<file path="config.mk">
export PLATFORM = sky130hd
export DESIGN_NAME = lpewc_top
export DESIGN_NICKNAME = d
export VERILOG_FILES = /design/src/hdl/lpewc_top.v
export VERILOG_INCLUDE_DIRS = /design/src /design/src/hdl
export SDC_FILE = /design/constraint.sdc
export NUM_CORES = 1
export LEC_CHECK = 0
export ABC_AREA = 1
export BUFFER_PORTS_ARGS = -buffer_cell sky130_fd_sc_hd__clkbuf_2
export CORE_UTILIZATION = 52
export DETAILED_ROUTE_END_ITERATION = 10
export PLACE_DENSITY = 0.82
export SLEW_MARGIN = 0
export SYNTH_ARGS = -nofsm -noshare
export SYNTH_HDL_FRONTEND = slang
export SYNTH_SLANG_ARGS = --single-unit
</file>
<file path="constraint.sdc">
create_clock -name MCLK_I -period 1.8 [get_ports MCLK_I]
set_clock_uncertainty 0.1 [all_clocks]
set_input_delay 0.18 -clock MCLK_I [delete_from_list [all_inputs] [get_ports MCLK_I]]
set_output_delay 0.18 -clock MCLK_I [all_outputs]
set_load 0.03 [all_outputs]
</file>
<file path="src/hdl/lpewc_consts.vh">
/*
 Constants of the low-power entry and wake controller: register offsets,
 field positions, reset values and timing figures.
 Assumes a 10 MHz system clock and word-aligned AHB-Lite register access.
*/
`ifndef LPEWC_CONSTS_VH
`define LPEWC_CONSTS_VH

// ----------------------------------------
// Register offsets
// ----------------------------------------
`define LPEWC_OFS_PWR_CFG    8'h00
`define LPEWC_OFS_ACT_CFG    8'h04
`define LPEWC_OFS_ACT_TMO    8'h08
`define LPEWC_OFS_CTRL       8'h0C
`define LPEWC_OFS_STATUS     8'h10
`define LPEWC_OFS_SETTINGS   8'h14

// ----------------------------------------
// Field positions
// ----------------------------------------
`define LPEWC_PWR_MASTER     7
`define LPEWC_PWR_IGN_EN     2
`define LPEWC_PWR_WAKE_SEL   1
`define LPEWC_ACT_EN_A       7
`define LPEWC_ACT_EN_B       5
`define LPEWC_ACT_LONG       4
`define LPEWC_CTRL_START     0
`define LPEWC_CTRL_DONE      1
`define LPEWC_CTRL_VSEL      2
`define LPEWC_CTRL_PWR       3
`define LPEWC_CTRL_CLR_STOP  4

// ----------------------------------------
// Reset values
// ----------------------------------------
`define LPEWC_PWR_CFG_RST    8'h80
`define LPEWC_ACT_CFG_RST    8'h00
`define LPEWC_SETTINGS_RST   16'h0000
`define LPEWC_ACT_TO_SHORT   8'h1B
`define LPEWC_ACT_TO_LONG    8'h6E

// ----------------------------------------
// Timing
// ----------------------------------------
`define LPEWC_CLK_NS         100
`define LPEWC_RX_WAKE_NS     128000
`define LPEWC_ALERT_MS       2000
`define LPEWC_DEBOUNCE_US    10
`define LPEWC_WAKE_SHORT_MS  1
`define LPEWC_WAKE_LONG_MS   5
`define LPEWC_ACT_TICK_US    655360

`endif

</file>
<file path="src/hdl/lpewc_top.v">
/*
 Low-power entry and wake controller with AHB-Lite register slave,
 ignition debounce, activity monitor, busy/request-to-send handshake.
 Assumes pins are asynchronous to MCLK_I and one AHB-Lite master.
*/
`timescale 1ns/100ps
`include "lpewc_consts.vh"

module lpewc_top
#(
   parameter integer DEB_CYC   = `LPEWC_DEBOUNCE_US * 1000 / `LPEWC_CLK_NS,
   parameter integer ALERT_CYC = `LPEWC_ALERT_MS * 1000000 / `LPEWC_CLK_NS,
   parameter integer WAKE_S    = `LPEWC_WAKE_SHORT_MS * 1000000 / `LPEWC_CLK_NS,
   parameter integer WAKE_L    = `LPEWC_WAKE_LONG_MS * 1000000 / `LPEWC_CLK_NS,
   parameter integer TICK_CYC  = `LPEWC_ACT_TICK_US * 1000 / `LPEWC_CLK_NS
)
(
   input  wire        MCLK_I,
   input  wire        RST_I,
   input  wire        HSEL_I,
   input  wire [31:0] HADDR_I,
   input  wire [1:0]  HTRANS_I,
   input  wire        HWRITE_I,
   input  wire [2:0]  HSIZE_I,
   input  wire [31:0] HWDATA_I,
   input  wire        HREADY_I,
   output reg  [31:0] HRDATA_O,
   output reg         HREADYOUT_O,
   output reg         HRESP_O,
   input  wire        IGN_MON_I,
   input  wire        RTS_N_I,
   input  wire        RXD_I,
   input  wire [3:0]  OBD_ACT_I,
   output reg         BUS_OFF_O,
   output reg         VSEL_O,
   output reg         PWR_CTL_O,
   output reg         BUSY_O,
   output reg         LOW_PWR_O,
   output reg         LOW_POWER_ALERT_MESSAGE_O,
   output reg         STOPPED_O,
   output reg         PROT_CLOSE_O,
   output reg         WAKE_RST_O,
   output reg  [15:0] SETTINGS_O,
   output reg  [3:0]  PROTOCOL_O,
   output reg  [7:0]  BAUD_O
);

   localparam integer RX_CYC = (`LPEWC_RX_WAKE_NS + `LPEWC_CLK_NS - 1) / `LPEWC_CLK_NS;

   localparam [2:0] ST_FULL  = 3'h0;
   localparam [2:0] ST_ALERT = 3'h1;
   localparam [2:0] ST_LOW   = 3'h2;
   localparam [2:0] ST_WAKE  = 3'h3;

   // ----------------------------------------
   // Pin synchronisers
   // ----------------------------------------
   reg  [6:0]  sync1;
   reg  [6:0]  sync2;
   wire        ign_s;
   wire        rts_n_s;
   wire        rxd_s;
   wire        obd_any;

   always @(posedge MCLK_I)
   begin
      if (RST_I)
      begin
         sync1 <= 7'h07;
         sync2 <= 7'h07;
      end
      else
      begin
         sync1 <= {OBD_ACT_I, RXD_I, RTS_N_I, IGN_MON_I};
         sync2 <= sync1;
      end
   end

   assign ign_s   = sync2[0];
   assign rts_n_s = sync2[1];
   assign rxd_s   = sync2[2];
   assign obd_any = |sync2[6:3];

   // ----------------------------------------
   // AHB-Lite slave
   // ----------------------------------------
   reg         wr_pend;
   reg  [7:0]  wr_addr;
   reg  [31:0] rd_mux;
   wire        take;
   wire        wr_cfg;
   wire        wr_act;
   wire        wr_tmo;
   wire        wr_ctl;
   wire        wr_set;

   reg  [7:0]  pwr_cfg;
   reg  [7:0]  act_cfg;
   reg  [7:0]  act_tmo;
   reg         act_ovr;
   reg  [2:0]  state;
   reg         busy;
   reg         stop_flag;
   reg  [7:0]  act_cnt;
   reg         vsel_sw;
   reg         pwr_sw;

   assign take   = HSEL_I & HTRANS_I[1] & HREADY_I;
   assign wr_cfg = wr_pend & (wr_addr == `LPEWC_OFS_PWR_CFG);
   assign wr_act = wr_pend & (wr_addr == `LPEWC_OFS_ACT_CFG);
   assign wr_tmo = wr_pend & (wr_addr == `LPEWC_OFS_ACT_TMO);
   assign wr_ctl = wr_pend & (wr_addr == `LPEWC_OFS_CTRL);
   assign wr_set = wr_pend & (wr_addr == `LPEWC_OFS_SETTINGS);

   always @*
   begin
      case (HADDR_I[7:0])
         `LPEWC_OFS_PWR_CFG:  rd_mux = {24'h000000, pwr_cfg};
         `LPEWC_OFS_ACT_CFG:  rd_mux = {24'h000000, act_cfg};
         `LPEWC_OFS_ACT_TMO:  rd_mux = {24'h000000, act_tmo};
         `LPEWC_OFS_CTRL:     rd_mux = {28'h0000000, pwr_sw, vsel_sw, 2'h0};
         `LPEWC_OFS_STATUS:   rd_mux = {16'h0000, act_cnt, 1'b0, state,
                                        stop_flag, busy, ign_s, LOW_PWR_O};
         `LPEWC_OFS_SETTINGS: rd_mux = {4'h0, BAUD_O, PROTOCOL_O, SETTINGS_O};
         default:             rd_mux = 32'h00000000;
      endcase
   end

   always @(posedge MCLK_I)
   begin
      if (RST_I)
      begin
         wr_pend     <= 1'b0;
         wr_addr     <= 8'h00;
         HRDATA_O    <= 32'h00000000;
         HREADYOUT_O <= 1'b1;
         HRESP_O     <= 1'b0;
      end
      else
      begin
         wr_pend     <= take & HWRITE_I;
         HREADYOUT_O <= 1'b1;
         HRESP_O     <= 1'b0;
         if (take)
            wr_addr <= HADDR_I[7:0];
         if (take & ~HWRITE_I)
            HRDATA_O <= rd_mux;
      end
   end

   // ----------------------------------------
   // Configuration and retained settings
   // ----------------------------------------
   always @(posedge MCLK_I)
   begin
      if (RST_I)
      begin
         pwr_cfg    <= `LPEWC_PWR_CFG_RST;
         act_cfg    <= `LPEWC_ACT_CFG_RST;
         act_tmo    <= 8'h00;
         act_ovr    <= 1'b0;
         vsel_sw    <= 1'b0;
         pwr_sw     <= 1'b0;
         SETTINGS_O <= `LPEWC_SETTINGS_RST;
         PROTOCOL_O <= 4'h0;
         BAUD_O     <= 8'h00;
      end
      else
      begin
         if (wr_cfg)
            pwr_cfg <= HWDATA_I[7:0];
         if (wr_act)
            act_cfg <= HWDATA_I[7:0];
         if (wr_tmo)
         begin
            act_tmo <= HWDATA_I[7:0];
            act_ovr <= 1'b1;
         end
         if (wr_ctl)
         begin
            vsel_sw <= HWDATA_I[`LPEWC_CTRL_VSEL];
            pwr_sw  <= HWDATA_I[`LPEWC_CTRL_PWR];
         end
         // Kept untouched by entry and wake
         if (wr_set)
         begin
            SETTINGS_O <= HWDATA_I[15:0];
            PROTOCOL_O <= HWDATA_I[19:16];
            BAUD_O     <= HWDATA_I[27:20];
         end
      end
   end

   // ----------------------------------------
   // Ignition debounce
   // ----------------------------------------
   reg  [31:0] deb_cnt;
   reg         ign_db;
   reg         ign_db_d;
   wire        ign_fall;

   always @(posedge MCLK_I)
   begin
      if (RST_I)
      begin
         deb_cnt  <= 32'h00000000;
         ign_db   <= 1'b1;
         ign_db_d <= 1'b1;
      end
      else
      begin
         ign_db_d <= ign_db;
         if (ign_s == ign_db)
            deb_cnt <= 32'h00000000;
         else if (deb_cnt >= DEB_CYC - 1)
         begin
            ign_db  <= ign_s;
            deb_cnt <= 32'h00000000;
         end
         else
            deb_cnt <= deb_cnt + 32'h00000001;
      end
   end

   assign ign_fall = ign_db_d & ~ign_db;

   // ----------------------------------------
   // Activity monitor
   // ----------------------------------------
   reg  [31:0] tick_cnt;
   wire [7:0]  act_lim;
   wire        act_en;
   wire        act_exp;

   assign act_lim = act_ovr ? act_tmo :
                    (act_cfg[`LPEWC_ACT_LONG] ? `LPEWC_ACT_TO_LONG : `LPEWC_ACT_TO_SHORT);
   assign act_en  = act_cfg[`LPEWC_ACT_EN_A] & act_cfg[`LPEWC_ACT_EN_B]
                  & pwr_cfg[`LPEWC_PWR_MASTER];
   assign act_exp = (act_lim != 8'h00) & (act_cnt >= act_lim);

   always @(posedge MCLK_I)
   begin
      if (RST_I)
      begin
         tick_cnt <= 32'h00000000;
         act_cnt  <= 8'h00;
      end
      else if ((state != ST_FULL) | obd_any)
      begin
         tick_cnt <= 32'h00000000;
         act_cnt  <= 8'h00;
      end
      else if (tick_cnt >= TICK_CYC - 1)
      begin
         tick_cnt <= 32'h00000000;
         if (act_cnt != 8'hFF)
            act_cnt <= act_cnt + 8'h01;
      end
      else
         tick_cnt <= tick_cnt + 32'h00000001;
   end

   // ----------------------------------------
   // Power state machine
   // ----------------------------------------
   reg  [31:0] tmr;
   reg  [31:0] rx_cnt;
   reg         quiet_seen;
   reg         ign_lo_seen;
   wire [31:0] wake_lim;

   assign wake_lim = pwr_cfg[`LPEWC_PWR_WAKE_SEL] ? WAKE_L : WAKE_S;

   always @(posedge MCLK_I)
   begin
      if (RST_I)
      begin
         state        <= ST_FULL;
         tmr          <= 32'h00000000;
         rx_cnt       <= 32'h00000000;
         quiet_seen   <= 1'b0;
         ign_lo_seen  <= 1'b0;
         LOW_PWR_O    <= 1'b0;
         BUS_OFF_O    <= 1'b0;
         LOW_POWER_ALERT_MESSAGE_O   <= 1'b0;
         PROT_CLOSE_O <= 1'b0;
         WAKE_RST_O   <= 1'b0;
      end
      else
      begin
         LOW_POWER_ALERT_MESSAGE_O   <= 1'b0;
         PROT_CLOSE_O <= 1'b0;
         WAKE_RST_O   <= 1'b0;
         case (state)
            ST_FULL:
            begin
               tmr <= 32'h00000000;
               if (pwr_cfg[`LPEWC_PWR_MASTER] &
                   ((pwr_cfg[`LPEWC_PWR_IGN_EN] & ign_fall) |
                    (act_en & act_exp)))
               begin
                  state      <= ST_ALERT;
                  LOW_POWER_ALERT_MESSAGE_O <= 1'b1;
               end
            end
            ST_ALERT:
            begin
               if (tmr >= ALERT_CYC - 1)
               begin
                  state       <= ST_LOW;
                  LOW_PWR_O   <= 1'b1;
                  BUS_OFF_O   <= 1'b1;
                  tmr         <= 32'h00000000;
                  rx_cnt      <= 32'h00000000;
                  quiet_seen  <= 1'b0;
                  ign_lo_seen <= 1'b0;
               end
               else
                  tmr <= tmr + 32'h00000001;
            end
            ST_LOW:
            begin
               if (~obd_any)
                  quiet_seen <= 1'b1;
               if (~ign_db)
                  ign_lo_seen <= 1'b1;
               if (rxd_s)
                  rx_cnt <= 32'h00000000;
               else if (rx_cnt < RX_CYC)
                  rx_cnt <= rx_cnt + 32'h00000001;
               if (ign_lo_seen & ign_db)
               begin
                  state <= ST_WAKE;
                  tmr   <= 32'h00000000;
               end
               else if ((quiet_seen & obd_any) |
                        (rx_cnt >= RX_CYC))
               begin
                  state        <= ST_FULL;
                  LOW_PWR_O    <= 1'b0;
                  BUS_OFF_O    <= 1'b0;
                  PROT_CLOSE_O <= 1'b1;
               end
            end
            ST_WAKE:
            begin
               if (tmr >= wake_lim - 32'h00000001)
               begin
                  state        <= ST_FULL;
                  LOW_PWR_O    <= 1'b0;
                  BUS_OFF_O    <= 1'b0;
                  PROT_CLOSE_O <= 1'b1;
                  WAKE_RST_O   <= 1'b1;
               end
               else
                  tmr <= tmr + 32'h00000001;
            end
            default:
            begin
               state     <= ST_FULL;
               LOW_PWR_O <= 1'b0;
               BUS_OFF_O <= 1'b0;
            end
         endcase
      end
   end

   // ----------------------------------------
   // Busy and request-to-send handshake
   // ----------------------------------------
   wire abort;

   // Request-to-send held high when unused
   assign abort = busy & ~rts_n_s;

   always @(posedge MCLK_I)
   begin
      if (RST_I)
      begin
         busy      <= 1'b0;
         stop_flag <= 1'b0;
         BUSY_O    <= 1'b0;
         STOPPED_O <= 1'b0;
      end
      else
      begin
         STOPPED_O <= abort;
         BUSY_O    <= busy & ~abort;
         if (abort | LOW_PWR_O | (wr_ctl & HWDATA_I[`LPEWC_CTRL_DONE]))
            busy <= 1'b0;
         else if (wr_ctl & HWDATA_I[`LPEWC_CTRL_START])
            busy <= 1'b1;
         if (abort)
            stop_flag <= 1'b1;
         else if (wr_ctl & HWDATA_I[`LPEWC_CTRL_CLR_STOP])
            stop_flag <= 1'b0;
      end
   end

   // ----------------------------------------
   // Low-power pin overrides
   // ----------------------------------------
   // Voltage select forced low, power control inverted
   always @(posedge MCLK_I)
   begin
      if (RST_I)
      begin
         VSEL_O    <= 1'b0;
         PWR_CTL_O <= 1'b0;
      end
      else
      begin
         VSEL_O    <= vsel_sw & ~LOW_PWR_O;
         PWR_CTL_O <= pwr_sw ^ LOW_PWR_O;
      end
   end

endmodule

</file>
==> impl_metrics.json <==
{
  "whs_path_depth": 4,
  "syn2layout_area_growth_pct": 41.0,
  "status": "finished, violations left",
  "hold_class": "primary input to flop",
  "cts_sinks": 258,
  "rsz0062_at_grt": "true",
  "fin_ws_ps": -692,
  "critPathKind": "flop to flop",
  "critPathArrivalTime_ps": 2830,
  "die_x_um": 147,
  "post_drt_wl_per_cell_um": 18.0,
  "final.period_utilization": 1.38,
  "gp_congestion": 0.948,
  "min_from": "HTRANS_I[1]",
  "finalHoldViolCount": 0,
  "clkLatencyLatePin_ps": 550,
  "die_area_sq_mm": 0.0217,
  "gr-total-overflow": 0,
  "p_leak_uw": 0.00646,
  "drtIter0Drc": 1465,
  "numCtsBuffers": 27,
  "diodes": 0,
  "worst_slew_pin_slew_ps": 660,
  "drc": 0,
  "endpoint_kind": "flop",
  "fin_crit_ps": 2490,
  "io_pins": 152,
  "yosys.area.top_type": "dfxtp_1",
  "cts-root-buf": "clkbuf_16",
  "cts_tree": "yes",
  "synth_edf_count": 0,
  "final_layout_size_suffix_gt1_frac": 0.294,
  "grt_max_degree": 59,
  "synth-seq-cells": 258,
  "synth_top_flop_cell": "dfxtp_1",
  "synth_area_sq_mm": 0.0110,
  "setup_viol": 88,
  "place_ws_ps": -210,
  "port_buffers": 113,
  "fin_cells": 2136,
  "cp_max_fo": 6,
  "slew_violations": 0,
  "crit_required_ps": 2140,
  "place_hpwl_mm": 20.6,
  "ir_worst_vdd_uv": 819,
  "yosys-top-cells-count": "325 x nand2_1, 258 x dfxtp_1, 222 x nor2_1, 149 x inv_1, 121 x a21oi_1",
  "start_util": 0.536,
  "core_sq_mm": 0.0204,
  "num-fill-cells": 1262,
  "vias_per_cell": 5.79,
  "p_per_area_mw_per_mm2": 785,
  "cp-startpoint": "pwr_cfg[1]",
  "cts.clk_slew.worst_paths_ps": 60,
  "post-route-cell-area_sq_mm": 0.0155,
  "yosys_warnings": 0,
  "total_power_uw": 12100,
  "multi_input_area_sq_mm": 0.00586,
  "final_nets": 1946,
  "synth_area_leaders": "dfxtp_1 47%, nand2_1 11%, nor2_1 7.6%",
  "relSlewSlack": 0.560,
  "yosysMostFrequentCell": "nand2_1",
  "h-tree-depth": 1,
  "synthArstFlopShare": 0,
  "clk_path_buf_depth": 3,
  "rr_startpoint": "pwr_cfg[1]",
  "grt_pass1_wl_mm": 52.8,
  "cap_violations": 0,
  "ant_nets": 0,
  "placed_area_sq_mm": 0.0129,
  "antenna_found_initial": 0,
  "rr_worst_depth": 11,
  "start_kind": "flop",
  "fmax_mhz": 401,
  "synth.top_cell.area_share": 0.471,
  "synth_seq_area_share": 0.471,
  "num_vias": 12400,
  "syn_inst": 1507,
  "regArea_sq_mm": 0.00520,
  "violations": "setup timing",
  "grt_pass1_vias": 11300,
  "synth.distinct_cells": 43,
  "drt_pass1_iterations": 7,
  "track_usage": 0.297,
  "rows": 52,
  "drt-total-wl_mm": 38.4,
  "dp_cells": 1997,
  "die_h_um": 147,
  "avgSynthCellArea_sq_um": 7.27
}
cell usage in the layout (no fill, tap or decap), types with 6 or more instances in the layout:
master / synthesis / routed
a211oi_1: 9 / 9
a21oi_1: 121 / 102
a21oi_2: 0 / 16
buf_12: 0 / 7
buf_4: 9 / 130
buf_6: 2 / 21
clkbuf_1: 35 / 7
clkbuf_16: 0 / 30
clkbuf_2: 0 / 112
conb_1: 2 / 40
dfxtp_1: 258 / 234
dfxtp_2: 0 / 23
dlygate4sd3_1: 0 / 45
ha_1: 19 / 14
inv_1: 149 / 135
inv_2: 2 / 13
nand2_1: 325 / 263
nand2_2: 5 / 56
nand2_4: 0 / 10
nand3_1: 82 / 70
nand3_2: 2 / 11
nand3b_1: 11 / 11
nand4_1: 19 / 19
nor2_1: 222 / 181
nor2_2: 4 / 32
nor2_4: 0 / 13
nor3_1: 56 / 44
nor3_2: 1 / 11
nor3b_1: 7 / 6
o21ai_0: 97 / 88
o21ai_1: 4 / 9
or2_2: 8 / 8
xnor2_1: 7 / 7
xor2_1: 12 / 12
what timing repair did:
item | 4_1_cts | 5_1_grt
endpoints found under the hold margin | 75 | 0
hold buffers | 45 | 0
pin swaps | 23 | 54
gates cloned | 6 | 5
endpoints found under the setup margin | 103 | 128
setup buffers | 20 | 17
gates resized for setup | 97 | 141
path summary, 6_finish.rpt:
check,endpoint,slack (ps)
max,tmr[16],-690
min,wr_pend,40
max reg2reg,tmr[16],-690
min reg2reg,sync2[3],310
sequential cells by signal, indices dropped and copies added, names as in the netlist, 2 cells and up:
signal	cells
act_tmo	8
sync2	7
BAUD_O	8
sync1	7
rx_cnt	32
PROTOCOL_O	4
act_cnt	8
HRDATA_O	28
tmr	32
state	2
SETTINGS_O	16
wr_addr	8
deb_cnt	32
act_cfg	8
tick_cnt	32
pwr_cfg	8
layout make-up:
type	count	share of cell area
tap	270	0.0219
clock buffer	37	0.0481
timing repair buffer	324	0.165
inverter	154	0.0388
multi-input combinational	1081	0.379
clock inverter	12	0.0109
sequential	258	0.336
metal layers:
layer  vias up  global-route usage  wire length, um
met5         -                   0                0
met4         0               0.157             2940
met3       306              0.0441             3800
met2       884               0.541            18400
met1      5664               0.334            13300
li1       5522                   -                -
logic make-up (layout without fill, tap and decap cells):
family | Yosys count | count (layout) | share of synthesized area
compound gates | 250 | 250 | 0.122
xor+xnor | 19 | 19 | 0.0152
fa+ha+maj | 19 | 19 | 0.0217
buf+inv | 208 | 527 | 0.0765
flops | 258 | 258 | 0.471
other cells | 2 | 40 | 0.000685
simple gates | 751 | 753 | 0.293
power breakdown:
group | total (uW) | internal (uW) | leakage [uW] | switching (uW)
Sequential | 5830 | 5790 | 0.00211 | 37.8
Combinational | 504 | 194 | 0.00391 | 310
Clock | 5800 | 3460 | 0.000443 | 2340
through the flow:
step	setup TNS [ps]	hold slack, ps	util
global placement	-6220	266	0.631
floorplan	-1390	173	-
CTS	-7460	22.5	0.727
global route	-33930	78.1	0.756
detailed placement	-9480	271	0.631
finish	-27860	35.7	0.756
critical path, stage by stage, from the launching register on:
cell	delay, ps
dfxtp_4	390
inv_6	60
ha_1	380
nand2_1	220
nand2_1	100
nand2_1	170
nand2_4	100
a21oi_4	280
buf_2	250
nand3_1	140
nand3_1	140
nor2_1	60
Note: power is estimated with default switching activity, not from simulation.
